### config.mk
export PLATFORM = sky130hd
export DESIGN_NAME = sms_mode_status
export DESIGN_NICKNAME = d
export VERILOG_FILES = /design/src/rtl/sms_pkg.sv /design/src/rtl/sms_ferr_timer.sv /design/src/rtl/sms_mode_status.sv
export SDC_FILE = /design/constraint.sdc
export NUM_CORES = 1
export LEC_CHECK = 0
export ABC_AREA = 1
export BUFFER_PORTS_ARGS = -buffer_cell sky130_fd_sc_hd__buf_2
export CAP_MARGIN = 20
export CORE_AREA = 2 2 221 223
export CTS_BUF_LIST = sky130_fd_sc_hd__clkbuf_8
export DETAILED_ROUTE_END_ITERATION = 8
export DIE_AREA = 0 0 223 225
export PLACE_DENSITY = 0.83
export SETUP_SLACK_MARGIN = 0.1
export SYNTH_ARGS = -nofsm -noshare
export SYNTH_HDL_FRONTEND = slang
export SYNTH_SLANG_ARGS = --single-unit
### constraint.sdc
create_clock -name i_ref_clk -period 6.7 [get_ports i_ref_clk]
set_clock_uncertainty 0.05 [all_clocks]
set_input_delay 0.67 -clock i_ref_clk [delete_from_list [all_inputs] [get_ports i_ref_clk]]
set_output_delay 0.67 -clock i_ref_clk [all_outputs]
set_load 0.1 [all_outputs]
### src/rtl/sms_pkg.sv
package sms_pkg;

    // Clock and timing
    localparam int unsigned CLK_HZ = 200_000_000;
    localparam int unsigned FE_TICK_MS = 1;
    localparam int unsigned FE_TICK_CYCLES = CLK_HZ / 1000 * FE_TICK_MS;

    // APB widths; byte address is four times the register index
    localparam int unsigned AW = 20;
    localparam int unsigned IW = 18;

    // Register indices
    localparam logic [IW-1:0] IDX_CTRL = 18'h06040;
    localparam logic [IW-1:0] IDX_STAT = 18'h06041;
    localparam logic [IW-1:0] IDX_MODE_REQ = 18'h06060;
    localparam logic [IW-1:0] IDX_MODE_DISP = 18'h06061;
    localparam logic [IW-1:0] IDX_DEMAND = 18'h06062;
    localparam logic [IW-1:0] IDX_FE_WIN = 18'h06065;
    localparam logic [IW-1:0] IDX_FE_TMO = 18'h06066;
    localparam logic [IW-1:0] IDX_TRQ_ACT = 18'h06077;
    localparam logic [IW-1:0] IDX_RANGE_MIN = 18'h1607b;
    localparam logic [IW-1:0] IDX_RANGE_MAX = 18'h2607b;
    localparam logic [IW-1:0] IDX_SW_MIN = 18'h1607d;
    localparam logic [IW-1:0] IDX_SW_MAX = 18'h2607d;
    localparam logic [IW-1:0] IDX_GEAR_NUM = 18'h16091;
    localparam logic [IW-1:0] IDX_GEAR_DEN = 18'h26091;
    localparam logic [IW-1:0] IDX_TRQ_POS = 18'h060e0;
    localparam logic [IW-1:0] IDX_TRQ_NEG = 18'h060e1;
    localparam logic [IW-1:0] IDX_DROOP = 18'h060f4;
    localparam logic [IW-1:0] IDX_EFFORT = 18'h060fa;

    // Operating mode codes
    localparam logic [7:0] MODE_PP = 8'h01;
    localparam logic [7:0] MODE_PV = 8'h03;
    localparam logic [7:0] MODE_TQ = 8'h04;
    localparam logic [7:0] MODE_HM = 8'h06;
    localparam logic [7:0] MODE_CSP = 8'h08;
    localparam logic [7:0] MODE_CSV = 8'h09;
    localparam logic [7:0] MODE_CST = 8'h0a;
    localparam logic [7:0] MODE_CT = 8'hec;
    localparam logic [7:0] MODE_PT = 8'hff;
    localparam logic [7:0] MODE_JG = 8'hfe;

    // Field positions
    localparam logic [15:0] CW_OMS_MASK = 16'h0370;
    localparam int unsigned SW_RSV_BIT = 10;
    localparam int unsigned SW_FOLLOW_BIT = 12;
    localparam int unsigned SW_FERR_BIT = 13;
    localparam int unsigned DO2_ZSP_BIT = 3;
    localparam int unsigned DO5_MEND_BIT = 6;

    // Reset values
    localparam logic [15:0] CTRL_RST = 16'h0000;
    localparam logic [31:0] FE_WIN_RST = 32'h0000_0000;
    localparam logic [15:0] FE_TMO_RST = 16'h0000;
    localparam logic [15:0] TRQ_LIM_RST = 16'h03e8;
    localparam logic [31:0] POS_MIN_RST = 32'h8000_0000;
    localparam logic [31:0] POS_MAX_RST = 32'h7fff_ffff;
    localparam logic [31:0] GEAR_RST = 32'h0000_0001;

    typedef struct packed {
        logic psel;
        logic penable;
        logic pwrite;
        logic [AW-1:0] paddr;
        logic [31:0] pwdata;
    } sms_apb_req_t;

    typedef struct packed {
        logic [31:0] prdata;
        logic pready;
        logic pslverr;
    } sms_apb_rsp_t;

    typedef struct packed {
        logic [15:0] ctrl_word;
        logic [31:0] fe_window;
        logic [15:0] fe_timeout;
        logic [15:0] trq_pos_lim;
        logic [15:0] trq_neg_lim;
        logic [31:0] range_min;
        logic [31:0] range_max;
        logic [31:0] sw_min;
        logic [31:0] sw_max;
        logic [31:0] gear_num;
        logic [31:0] gear_den;
    } sms_cfg_t;

    typedef struct packed {
        logic [31:0] cmd_pos;
        logic [31:0] act_pos;
        logic [31:0] speed_cmd;
        logic [15:0] torque_act;
        logic [15:0] status_base;
        logic [15:0] status_do2;
        logic [15:0] status_do5;
        logic servo_on;
        logic target_used;
    } sms_fb_t;

endpackage
### src/rtl/sms_ferr_timer.sv
`timescale 1ns/1ps
module sms_ferr_timer (
    input wire logic i_ref_clk,
    input wire logic i_rst_n,
    input wire logic i_tick,
    input wire logic i_over,
    input wire logic [15:0] i_timeout,
    output logic o_flag
);
    logic [15:0] count;
    logic [15:0] next_count;
    logic next_flag;

    // Count ms ticks while droop is over the window
    always_comb begin
        next_count = count;
        if (!i_over) begin
            next_count = 16'h0000;
        end else if (i_tick && count != 16'hffff) begin
            next_count = count + 16'h0001;
        end
        next_flag = i_over && (count >= i_timeout);
    end

    always_ff @(posedge i_ref_clk) begin
        if (!i_rst_n) begin
            count <= 16'h0000;
            o_flag <= 1'b0;
        end else begin
            count <= next_count;
            o_flag <= next_flag;
        end
    end

    // Flag drops one cycle after droop returns inside the window
    a_ferr_clear: assert property (@(posedge i_ref_clk) disable iff (!i_rst_n)
        !i_over |=> !o_flag) else $error("following error flag held");
endmodule

### src/rtl/sms_mode_status.sv
`timescale 1ns/1ps
module sms_mode_status #(
    parameter int unsigned TICK_CYCLES = sms_pkg::FE_TICK_CYCLES
) (
    input wire logic i_ref_clk,
    input wire logic i_rst_n,
    input sms_pkg::sms_apb_req_t i_apb,
    output sms_pkg::sms_apb_rsp_t o_apb,
    input sms_pkg::sms_fb_t i_fb,
    output sms_pkg::sms_cfg_t o_cfg,
    output logic [7:0] o_mode_display,
    output logic [15:0] o_status_word
);
    import sms_pkg::*;

    typedef enum logic [1:0] {
        SMS_IDLE = 2'b01,
        SMS_PENDING = 2'b10
    } sms_state_t;

    ////////////////////////////////////////////////////////////////////////////////
    // Declarations

    sms_state_t state;
    sms_state_t next_state;
    logic [7:0] mode_req;
    logic [7:0] next_mode_req;
    logic [7:0] next_mode_display;
    sms_cfg_t next_cfg;
    sms_apb_rsp_t next_apb;
    logic [31:0] droop;
    logic [31:0] next_droop;
    logic [31:0] demand;
    logic [31:0] effort;
    logic [15:0] torque_act;
    logic [15:0] next_status;
    logic [31:0] tick_cnt;
    logic [31:0] next_tick_cnt;
    logic tick;
    logic next_tick;
    logic fe_over;
    logic fe_flag;
    logic [31:0] droop_abs;
    logic [IW-1:0] idx;
    logic wr_en;
    logic req_valid;
    logic pos_gated;
    logic switch_ok;

    ////////////////////////////////////////////////////////////////////////////////
    // Decode helpers

    function automatic logic mode_supported(input logic [7:0] m);
        mode_supported = (m == MODE_CSP) || (m == MODE_CSV) || (m == MODE_CST) ||
            (m == MODE_PP) || (m == MODE_PV) || (m == MODE_TQ) || (m == MODE_HM) ||
            (m == MODE_CT) || (m == MODE_PT) || (m == MODE_JG);
    endfunction

    function automatic logic mode_positioning(input logic [7:0] m);
        mode_positioning = (m == MODE_PT) || (m == MODE_JG) || (m == MODE_HM);
    endfunction

    // Bus strobes and switch condition
    always_comb begin
        idx = i_apb.paddr[AW-1:2];
        wr_en = i_apb.psel && i_apb.penable && o_apb.pready && i_apb.pwrite;
        req_valid = mode_supported(i_apb.pwdata[7:0]);
        pos_gated = mode_positioning(o_mode_display) && mode_positioning(mode_req);
        if (i_fb.servo_on) begin
            switch_ok = i_fb.status_do2[DO2_ZSP_BIT] && i_fb.status_do5[DO5_MEND_BIT];
        end else begin
            switch_ok = i_fb.status_do2[DO2_ZSP_BIT];
        end
    end

    ////////////////////////////////////////////////////////////////////////////////
    // Mode switching

    // Latch request, finish on first cycle the condition holds
    always_comb begin
        next_state = state;
        next_mode_req = mode_req;
        next_mode_display = o_mode_display;
        case (state)
            SMS_IDLE: begin
                if (wr_en && idx == IDX_MODE_REQ && req_valid) begin
                    next_mode_req = i_apb.pwdata[7:0];
                    next_state = SMS_PENDING;
                end
            end
            SMS_PENDING: begin
                if (wr_en && idx == IDX_MODE_REQ && req_valid) begin
                    next_mode_req = i_apb.pwdata[7:0];
                end else if (!pos_gated || switch_ok) begin
                    next_mode_display = mode_req;
                    next_state = SMS_IDLE;
                end
            end
            default: begin
                next_state = SMS_IDLE;
            end
        endcase
    end

    always_ff @(posedge i_ref_clk) begin
        if (!i_rst_n) begin
            state <= SMS_IDLE;
            mode_req <= MODE_CSP;
            o_mode_display <= MODE_CSP;
        end else begin
            state <= next_state;
            mode_req <= next_mode_req;
            o_mode_display <= next_mode_display;
        end
    end

    ////////////////////////////////////////////////////////////////////////////////
    // Configuration registers

    // Software writes; mode bits of control frozen while switching
    always_comb begin
        next_cfg = o_cfg;
        if (wr_en) begin
            case (idx)
                IDX_CTRL: begin
                    if (state == SMS_PENDING) begin
                        next_cfg.ctrl_word = (i_apb.pwdata[15:0] & ~CW_OMS_MASK) |
                            (o_cfg.ctrl_word & CW_OMS_MASK);
                    end else begin
                        next_cfg.ctrl_word = i_apb.pwdata[15:0];
                    end
                end
                IDX_FE_WIN: next_cfg.fe_window = i_apb.pwdata;
                IDX_FE_TMO: next_cfg.fe_timeout = i_apb.pwdata[15:0];
                IDX_TRQ_POS: next_cfg.trq_pos_lim = i_apb.pwdata[15:0];
                IDX_TRQ_NEG: next_cfg.trq_neg_lim = i_apb.pwdata[15:0];
                IDX_RANGE_MIN: next_cfg.range_min = i_apb.pwdata;
                IDX_RANGE_MAX: next_cfg.range_max = i_apb.pwdata;
                IDX_SW_MIN: next_cfg.sw_min = i_apb.pwdata;
                IDX_SW_MAX: next_cfg.sw_max = i_apb.pwdata;
                IDX_GEAR_NUM: next_cfg.gear_num = i_apb.pwdata;
                IDX_GEAR_DEN: next_cfg.gear_den = i_apb.pwdata;
                default: begin
                end
            endcase
        end
    end

    always_ff @(posedge i_ref_clk) begin
        if (!i_rst_n) begin
            o_cfg.ctrl_word <= CTRL_RST;
            o_cfg.fe_window <= FE_WIN_RST;
            o_cfg.fe_timeout <= FE_TMO_RST;
            o_cfg.trq_pos_lim <= TRQ_LIM_RST;
            o_cfg.trq_neg_lim <= TRQ_LIM_RST;
            o_cfg.range_min <= POS_MIN_RST;
            o_cfg.range_max <= POS_MAX_RST;
            o_cfg.sw_min <= POS_MIN_RST;
            o_cfg.sw_max <= POS_MAX_RST;
            o_cfg.gear_num <= GEAR_RST;
            o_cfg.gear_den <= GEAR_RST;
        end else begin
            o_cfg <= next_cfg;
        end
    end

    ////////////////////////////////////////////////////////////////////////////////
    // Monitoring and status

    // Droop, millisecond tick and status word
    always_comb begin
        next_droop = i_fb.cmd_pos - i_fb.act_pos;
        droop_abs = droop[31] ? (32'h0000_0000 - droop) : droop;
        fe_over = droop_abs > o_cfg.fe_window;
        next_tick = (tick_cnt == 32'(TICK_CYCLES - 1));
        next_tick_cnt = next_tick ? 32'h0000_0000 : tick_cnt + 32'h0000_0001;
        next_status = i_fb.status_base;
        if (o_mode_display == MODE_CSP) begin
            next_status[SW_RSV_BIT] = 1'b0;
            next_status[SW_FOLLOW_BIT] = i_fb.servo_on && i_fb.target_used;
            next_status[SW_FERR_BIT] = fe_flag;
        end
    end

    always_ff @(posedge i_ref_clk) begin
        if (!i_rst_n) begin
            droop <= 32'h0000_0000;
            demand <= 32'h0000_0000;
            effort <= 32'h0000_0000;
            torque_act <= 16'h0000;
            tick_cnt <= 32'h0000_0000;
            tick <= 1'b0;
            o_status_word <= 16'h0000;
        end else begin
            droop <= next_droop;
            demand <= i_fb.cmd_pos;
            effort <= i_fb.speed_cmd;
            torque_act <= i_fb.torque_act;
            tick_cnt <= next_tick_cnt;
            tick <= next_tick;
            o_status_word <= next_status;
        end
    end

    sms_ferr_timer u_ferr_timer (
        .i_ref_clk(i_ref_clk),
        .i_rst_n(i_rst_n),
        .i_tick(tick),
        .i_over(fe_over),
        .i_timeout(o_cfg.fe_timeout),
        .o_flag(fe_flag)
    );

    ////////////////////////////////////////////////////////////////////////////////
    // APB slave: one wait cycle, answer registered

    always_comb begin
        next_apb.pready = i_apb.psel && i_apb.penable && !o_apb.pready;
        next_apb.pslverr = 1'b0;
        next_apb.prdata = 32'h0000_0000;
        if (next_apb.pready) begin
            case (idx)
                IDX_CTRL: next_apb.prdata = {16'h0000, o_cfg.ctrl_word};
                IDX_STAT: next_apb.prdata = {16'h0000, o_status_word};
                IDX_MODE_REQ: next_apb.prdata = {24'h000000, mode_req};
                IDX_MODE_DISP: next_apb.prdata = {24'h000000, o_mode_display};
                IDX_DEMAND: next_apb.prdata = demand;
                IDX_FE_WIN: next_apb.prdata = o_cfg.fe_window;
                IDX_FE_TMO: next_apb.prdata = {16'h0000, o_cfg.fe_timeout};
                IDX_TRQ_ACT: next_apb.prdata = {16'h0000, torque_act};
                IDX_TRQ_POS: next_apb.prdata = {16'h0000, o_cfg.trq_pos_lim};
                IDX_TRQ_NEG: next_apb.prdata = {16'h0000, o_cfg.trq_neg_lim};
                IDX_RANGE_MIN: next_apb.prdata = o_cfg.range_min;
                IDX_RANGE_MAX: next_apb.prdata = o_cfg.range_max;
                IDX_SW_MIN: next_apb.prdata = o_cfg.sw_min;
                IDX_SW_MAX: next_apb.prdata = o_cfg.sw_max;
                IDX_GEAR_NUM: next_apb.prdata = o_cfg.gear_num;
                IDX_GEAR_DEN: next_apb.prdata = o_cfg.gear_den;
                IDX_DROOP: next_apb.prdata = droop;
                IDX_EFFORT: next_apb.prdata = effort;
                default: next_apb.pslverr = 1'b1;
            endcase
            if (i_apb.pwrite) begin
                next_apb.prdata = 32'h0000_0000;
                if (idx == IDX_STAT || idx == IDX_MODE_DISP || idx == IDX_DEMAND ||
                    idx == IDX_TRQ_ACT || idx == IDX_DROOP || idx == IDX_EFFORT) begin
                    next_apb.pslverr = 1'b1;
                end
                if (idx == IDX_MODE_REQ && !req_valid) begin
                    next_apb.pslverr = 1'b1;
                end
            end
        end
    end

    always_ff @(posedge i_ref_clk) begin
        if (!i_rst_n) begin
            o_apb <= '0;
        end else begin
            o_apb <= next_apb;
        end
    end

    ////////////////////////////////////////////////////////////////////////////////
    // Checks

    a_reset_mode_csp: assert property (@(posedge i_ref_clk)
        !i_rst_n |=> o_mode_display == MODE_CSP) else $error("mode not csp after reset");

    a_pos_switch_hold: assert property (@(posedge i_ref_clk) disable iff (!i_rst_n)
        (state == SMS_PENDING && pos_gated && !switch_ok) |=> $stable(o_mode_display))
        else $error("display changed with condition false");

    a_pos_switch_done: assert property (@(posedge i_ref_clk) disable iff (!i_rst_n)
        (state == SMS_PENDING && !wr_en && (!pos_gated || switch_ok))
        |=> (o_mode_display == $past(mode_req)) && state == SMS_IDLE)
        else $error("switch did not complete");

    a_servo_off_zsp: assert property (@(posedge i_ref_clk) disable iff (!i_rst_n)
        (state == SMS_PENDING && !wr_en && !i_fb.servo_on && i_fb.status_do2[DO2_ZSP_BIT])
        |=> state == SMS_IDLE) else $error("zero speed alone not accepted at servo off");

    a_mode_hold_idle: assert property (@(posedge i_ref_clk) disable iff (!i_rst_n)
        state == SMS_IDLE |=> $stable(o_mode_display)) else $error("display moved while idle");

    a_bad_mode_drop: assert property (@(posedge i_ref_clk) disable iff (!i_rst_n)
        (wr_en && idx == IDX_MODE_REQ && !req_valid && state == SMS_IDLE)
        |=> state == SMS_IDLE && $stable(mode_req)) else $error("unsupported mode accepted");

    a_pending_latch: assert property (@(posedge i_ref_clk) disable iff (!i_rst_n)
        (wr_en && idx == IDX_MODE_REQ && req_valid)
        |=> state == SMS_PENDING && mode_req == $past(i_apb.pwdata[7:0]))
        else $error("mode request not latched");

    a_oms_lock: assert property (@(posedge i_ref_clk) disable iff (!i_rst_n)
        state == SMS_PENDING |=> (o_cfg.ctrl_word & CW_OMS_MASK) ==
        ($past(o_cfg.ctrl_word) & CW_OMS_MASK)) else $error("mode bits changed mid switch");

    a_follow_bit: assert property (@(posedge i_ref_clk) disable iff (!i_rst_n)
        (o_mode_display == MODE_CSP) |=> o_status_word[SW_FOLLOW_BIT] ==
        $past(i_fb.servo_on && i_fb.target_used)) else $error("follow bit wrong");

    a_droop_value: assert property (@(posedge i_ref_clk) disable iff (!i_rst_n)
        1'b1 |=> droop == $past(i_fb.cmd_pos - i_fb.act_pos))
        else $error("droop not command minus actual");

    a_demand_value: assert property (@(posedge i_ref_clk) disable iff (!i_rst_n)
        1'b1 |=> demand == $past(i_fb.cmd_pos)) else $error("demand not command position");

    a_effort_value: assert property (@(posedge i_ref_clk) disable iff (!i_rst_n)
        1'b1 |=> effort == $past(i_fb.speed_cmd)) else $error("effort not speed command");

    a_torque_value: assert property (@(posedge i_ref_clk) disable iff (!i_rst_n)
        1'b1 |=> torque_act == $past(i_fb.torque_act)) else $error("actual torque not held");

    a_ferr_status: assert property (@(posedge i_ref_clk) disable iff (!i_rst_n)
        (o_mode_display == MODE_CSP) |=> o_status_word[SW_FERR_BIT] == $past(fe_flag))
        else $error("following error bit wrong");

    a_rsv_status: assert property (@(posedge i_ref_clk) disable iff (!i_rst_n)
        (o_mode_display == MODE_CSP) |=> !o_status_word[SW_RSV_BIT])
        else $error("reserved status bit not zero");

    a_apb_wait: assert property (@(posedge i_ref_clk) disable iff (!i_rst_n)
        (i_apb.psel && i_apb.penable && !o_apb.pready) |=> o_apb.pready ##1 !o_apb.pready)
        else $error("apb answer not one cycle late");
endmodule

Word level (Yosys, flattened, before mapping):

Cells that the tools add are included.

* register bits after elaboration: 518
* input bits: 219
* output and inout bits: 346
* logic and storage cells: 147

* add/subtract/negate cells: 4
* magnitude comparators: 2
* eq/ne operators: 42
* multiplexer cells: 13
* bitwise logic cells: 4
* reduce and logical (&&, ||, !) cells: 55

Operators by type and width (count)
* $pmux W32 S18: 1
* $eq A18 B15 Y1 const B: 12
* $eq A8 B8 Y1 const B: 7
* $eq A18 B17 Y1 const B: 3
* $eq A18 B18 Y1 const B: 3
* $add A32 B1 Y32 const B: 1
* $eq A32 B18 Y1 const B: 1
* $eq A8 B3 Y1 const B: 4
* $eq A8 B4 Y1 const B: 4
* $gt A32 B32 Y1: 1
* $mux W32: 1
* $sub A1 B32 Y32 const A: 1
* $sub A32 B32 Y32: 1
* $reduce_and A2 Y1: 14
* $logic_or A1 B1 Y1: 19
* $reduce_or A18 Y1: 1
* $add A16 B1 Y16 const B: 1
* $ge A16 B16 Y1: 1
* $mux W16: 1
* $ne A16 B16 Y1 const B: 1
* $or A16 B10 Y16: 1
* $logic_and A1 B1 Y1: 12
* $eq A8 B1 Y1 const B: 1
* $eq A8 B2 Y1 const B: 1
* 11 further kinds: 27

Depth between registers and ports, before layout:

* word-level depth: 14
* mapped depth: 22
* mapped depth without buffers: 21

Hierarchy:

Synthesis repeated with hierarchy kept, for this count alone.

* cells, all modules: 3640
* area, all modules: 25371.8 sq um

By module, submodules not included
* sms_mode_status: times used 1, cells each 3424, area each 23981.8 sq um, sequential area each 10029.6 sq um
* sms_ferr_timer: times used 1, cells each 216, area each 1390.1 sq um, sequential area each 340.3 sq um

Worst setup path after synthesis:

OpenSTA, ideal clock, no wires.

* path type: reg-to-reg
* start: register droop[0]
* end: register u_ferr_timer.count[10]
* setup time: 0.127 ns
* arrival time: 2.827 ns
* required time: 6.523 ns
* slack: 3.696 ns
* stages on the path, launching flop included: 20
* path buffers: 1
* period minus slack after synthesis: 3.004 ns
* cells stage by stage: dfxtp_1 > inv_1 > ha_1 > inv_1 > nor3_1 > inv_1 > nor2_1 > nand4_1 > nand2_1 > nand3_1 > xor2_1 > ha_1 > nand2_1 > nor2_1 > nand3_1 > nor4_1 > a21oi_1 > nand2_1 > clkbuf_1 > nor2_1

* word-level cells in the longest chain between the ends: 4

Ends and longest elaborated chain
* from (decl): line sms_mode_status.sv:31 `logic [31:0] droop;`
* from (signal assigned): line sms_mode_status.sv:195 `droop <= next_droop;`
* $sub A1 B32 Y32: line sms_mode_status.sv:173 `droop_abs = droop[31] ? (32'h0000_0000 - droop) : droop;`
* $mux W32 *: line sms_mode_status.sv:173
* $gt A32 B32 Y1 *: line sms_mode_status.sv:174 `fe_over = droop_abs > o_cfg.fe_window;`
* $reduce_and A2 Y1 (no line) *
* to (signal assigned): line sms_ferr_timer.sv:30 `count <= next_count;`
* to (decl): line sms_ferr_timer.sv:10 `logic [15:0] count;`

Every way passes the cells marked *; elsewhere a longest branch is shown, timed or not.
A chain may end at the register's enable or synchronous reset.

Worst setup path in the final report:

* start: register droop[0]
* end: register u_ferr_timer.count[7]

Same word-level chain as after synthesis.

==> flow_summary_export.csv <==
group,metric,value,unit
final_layout,nNetsFinal,4479,
synthesis,ys_ff_latch,518,
clock_tree,root_buffer,"clkbuf_8",
power,power-per-cell-area,226,nW/um^2
power,ir_drop,0.000176,V
placed_design,placed_area,28400,sq um
power,leakage,15.1,nW
floorplan,core_area,47500,sq um
outcome,status,"complete, no violations",
timing,rsz0062_at_grt,"false",
route,route.vias.total,27939,
timing,setup_viol,0,
timing,final.setup.tns,0,ns
route,drtAntennaViolNets,0,
synthesis,synth_top_flop_cell,"dfxtp_1",
final_layout,areaGrowthSynthToFinish,18.7,%
clock_tree,cts_made_buffers,87,
final_layout,fin_area,30300,sq um
final_layout,final_common_cell,"nand2_1",
global_route,track_usage,0.393,
synthesis,syn-cell-area,25500,sq um
clock_tree,htree_levels,3,
synthesis,ys_warn_count,0,
global_route,grt_max_degree,245,
route,avgRoutedWirePerCell,21.1,microns
floorplan,design.die.area,50200,sq um
final_layout,drive_above_1_share,0.174,
floorplan,pin_count,565,
critical_path,critPathKind,"reg2reg",
hold_path,min_from,"i_fb[39]",
timing,period_minus_slack,3.91,ns
clock_tree,clock_latency,0.71,ns
clock_tree,clock-sinks,518,
synthesis,async_flop_share,0,
placed_design,portBuffers,532,
synthesis,ys_seq_area_frac,0.407,
timing,relSlewSlack,0.184,
floorplan,fp.dieW,223,microns
timing,fin_crit_sh,0.584,
clock_tree,cts_tree,"done",
critical_path,critPathMaxFanout,17,
global_route,grt.overflow.total,0,
route,drc,0,
clock_tree,clockBufferDepth,3,
hold_path,hp-class,"in2reg",
clock_tree,cts.clk_slew.worst_paths,0.06,ns
critical_path,r2r-start,"droop[0]",
clock_tree,cts_hold_buf,0,
global_route,antenna_found_initial,9,
placed_design,gp_congestion,1.01,
floorplan,initial_core_util,0.536,
synthesis,synth_fp_nets,4011,
floorplan,rows,80,
route,avgViaCountPerCell,5.74,
global_route,grt_pass1_vias,24470,
run,maxCapViolCount,0,
critical_path,end_kind,"register",
critical_path,cp.required,7.20,ns
critical_path,start_kind,"register",
route,drtIter0Drc,3456,
synthesis,synth_edf_count,0,
timing,tightest_slew,1.22,ns
critical_path,worstPathArrival,4.41,ns
final_layout,layout_common_cells,"818 x nand2_1, 531 x buf_2, 518 x dfxtp_1",
synthesis,avgSynthCellArea,6.88,sq um
clock_tree,postCtsResizedCells,0,
clock_tree,post-cts-setup-buffer-count,0,
global_route,grt_first_pass_wirelength,149000,microns
synthesis,yosysUniqueCellTypes,44,
timing,hold_viol,0,
timing,slew_violations,0,
synthesis,postSynthCellCount,3707,
route,routed_wl,103000,microns
floorplan,die_h,225,microns
critical_path,crit_start,"droop[0]",
placed_design,dp_hpwl,76300,microns
route,firstDrtPassIters,7,
timing,max_freq,0.255,GHz
## cell families (layout without fill, tap and decap cells)
logic type                 count (synthesis)  count (layout)  synth area share
adders and majority gates                 85              85            0.0420
xor gates and xnor gates                  49              49            0.0168
DFF                                      518             518             0.407
other                                      0               8                 0
buffers and inverters                    656            1191             0.100
AOI/OAI and AO/OA                        754             754             0.157
and+or+nand+nor                         1645            1645             0.277
## layout make-up
cell class	instances	area, sq um
fill	4335	17300
multi-input combinational	2533	12600
sequential	518	10400
timing repair buffer	559	2900
inverter	476	1790
clock buffer	111	1530
tap	615	769
clock inverter	45	272
antenna	8	20.0
## registers in the layout (all words and copies together), names as in the netlist
register	flops
o_cfg	288
o_apb	34
demand	32
droop	32
effort	32
tick_cnt	32
o_status_word	16
torque_act	16
u_ferr_timer.count	16
mode_req	8
o_mode_display	8
state	2
tick	1
u_ferr_timer.o_flag	1
## cell usage after synthesis, types with 2 or more instances
cell / count / area [sq um]
nor3_1: 48 / 240
nor2_1: 408 / 1530
o21bai_1: 3 / 22.5
buf_1: 8 / 30.0
nor4_1: 10 / 62.6
nand4_1: 160 / 1000
xnor2_1: 8 / 70.1
o31ai_1: 2 / 15.0
inv_1: 457 / 1720
ha_1: 84 / 1050
xor2_1: 41 / 359
buf_2: 42 / 210
dfxtp_1: 518 / 10400
and3_1: 2 / 12.5
o21ai_0: 324 / 1620
o22ai_1: 4 / 25.0
nand3_1: 154 / 771
inv_2: 13 / 48.8
nand2_1: 818 / 3070
a211oi_1: 5 / 37.5
a21oi_1: 328 / 1640
nor2_2: 9 / 56.3
o21a_1: 5 / 37.5
a21o_1: 3 / 22.5
clkbuf_2: 4 / 20.0
clkinv_1: 6 / 22.5
buf_4: 2 / 15.0
o211ai_1: 74 / 556
nor2_4: 11 / 124
buf_6: 3 / 33.8
a31oi_1: 3 / 18.8
nand3_2: 4 / 40.0
or2_2: 5 / 31.3
o21ai_1: 2 / 10.0
nand3b_1: 4 / 30.0
nor3b_1: 7 / 52.6
clkbuf_1: 121 / 454
## stage by stage
step,hold slack (ns),worst slack [ns],utilization,power [mW],std cells
2_1_floorplan,0.368,3.70,-,3.72,3707
3_3_place_gp,0.380,2.57,0.598,3.95,4699
3_5_place_dp,0.390,2.45,0.598,3.96,4699
4_1_cts,0.0755,2.87,0.636,6.80,4855
5_1_grt,0.0845,2.49,0.637,7.04,4864
6_report,0.0929,2.79,0.637,6.83,4865
## where the power goes
| group | internal, mW | leakage (nW) | total (mW) | switching [mW] |
|---|---|---|---|---|
| Sequential | 3.14 | 4.21 | 3.19 | 0.0465 |
| Clock | 1.57 | 1.03 | 2.91 | 1.34 |
| Combinational | 0.230 | 9.84 | 0.733 | 0.503 |
## critical path, cell delays in order (launching register included)
cell and delay (ns):
dfxtp_1 0.34, inv_1 0.10, ha_1 0.15, inv_1 0.05
nor3_1 0.18, inv_1 0.11, nor2_1 0.20, nand4_1 0.24
nand2_1 0.22, nand3_1 0.13, xor2_1 0.16, ha_1 0.28
nand2_1 0.06, nor2_1 0.15, nand3_1 0.11, nor4_1 0.45
a21oi_1 0.13, nand2_1 0.54, nor2_1 0.10
## path summary, 6_finish.rpt
path                                               to  slack (ns)  cells past startpoint
worst min register to register            tick_cnt[0]        0.40                      1
worst max register to register  u_ferr_timer.count[7]        2.79                     18
worst max-delay path            u_ferr_timer.count[7]        2.79                     18
worst min-delay path                 o_status_word[5]        0.09                      3
## per-layer routing
metal	share of wire	global-route usage	vias to the layer above
met1	0.38	0.502	12592
met4	0.064	0.213	4
met2	0.42	0.589	1930
met5	0.00030	0	-
met3	0.14	0.127	347
li1	-	-	13066
Note: power is estimated with default switching activity, not from simulation.
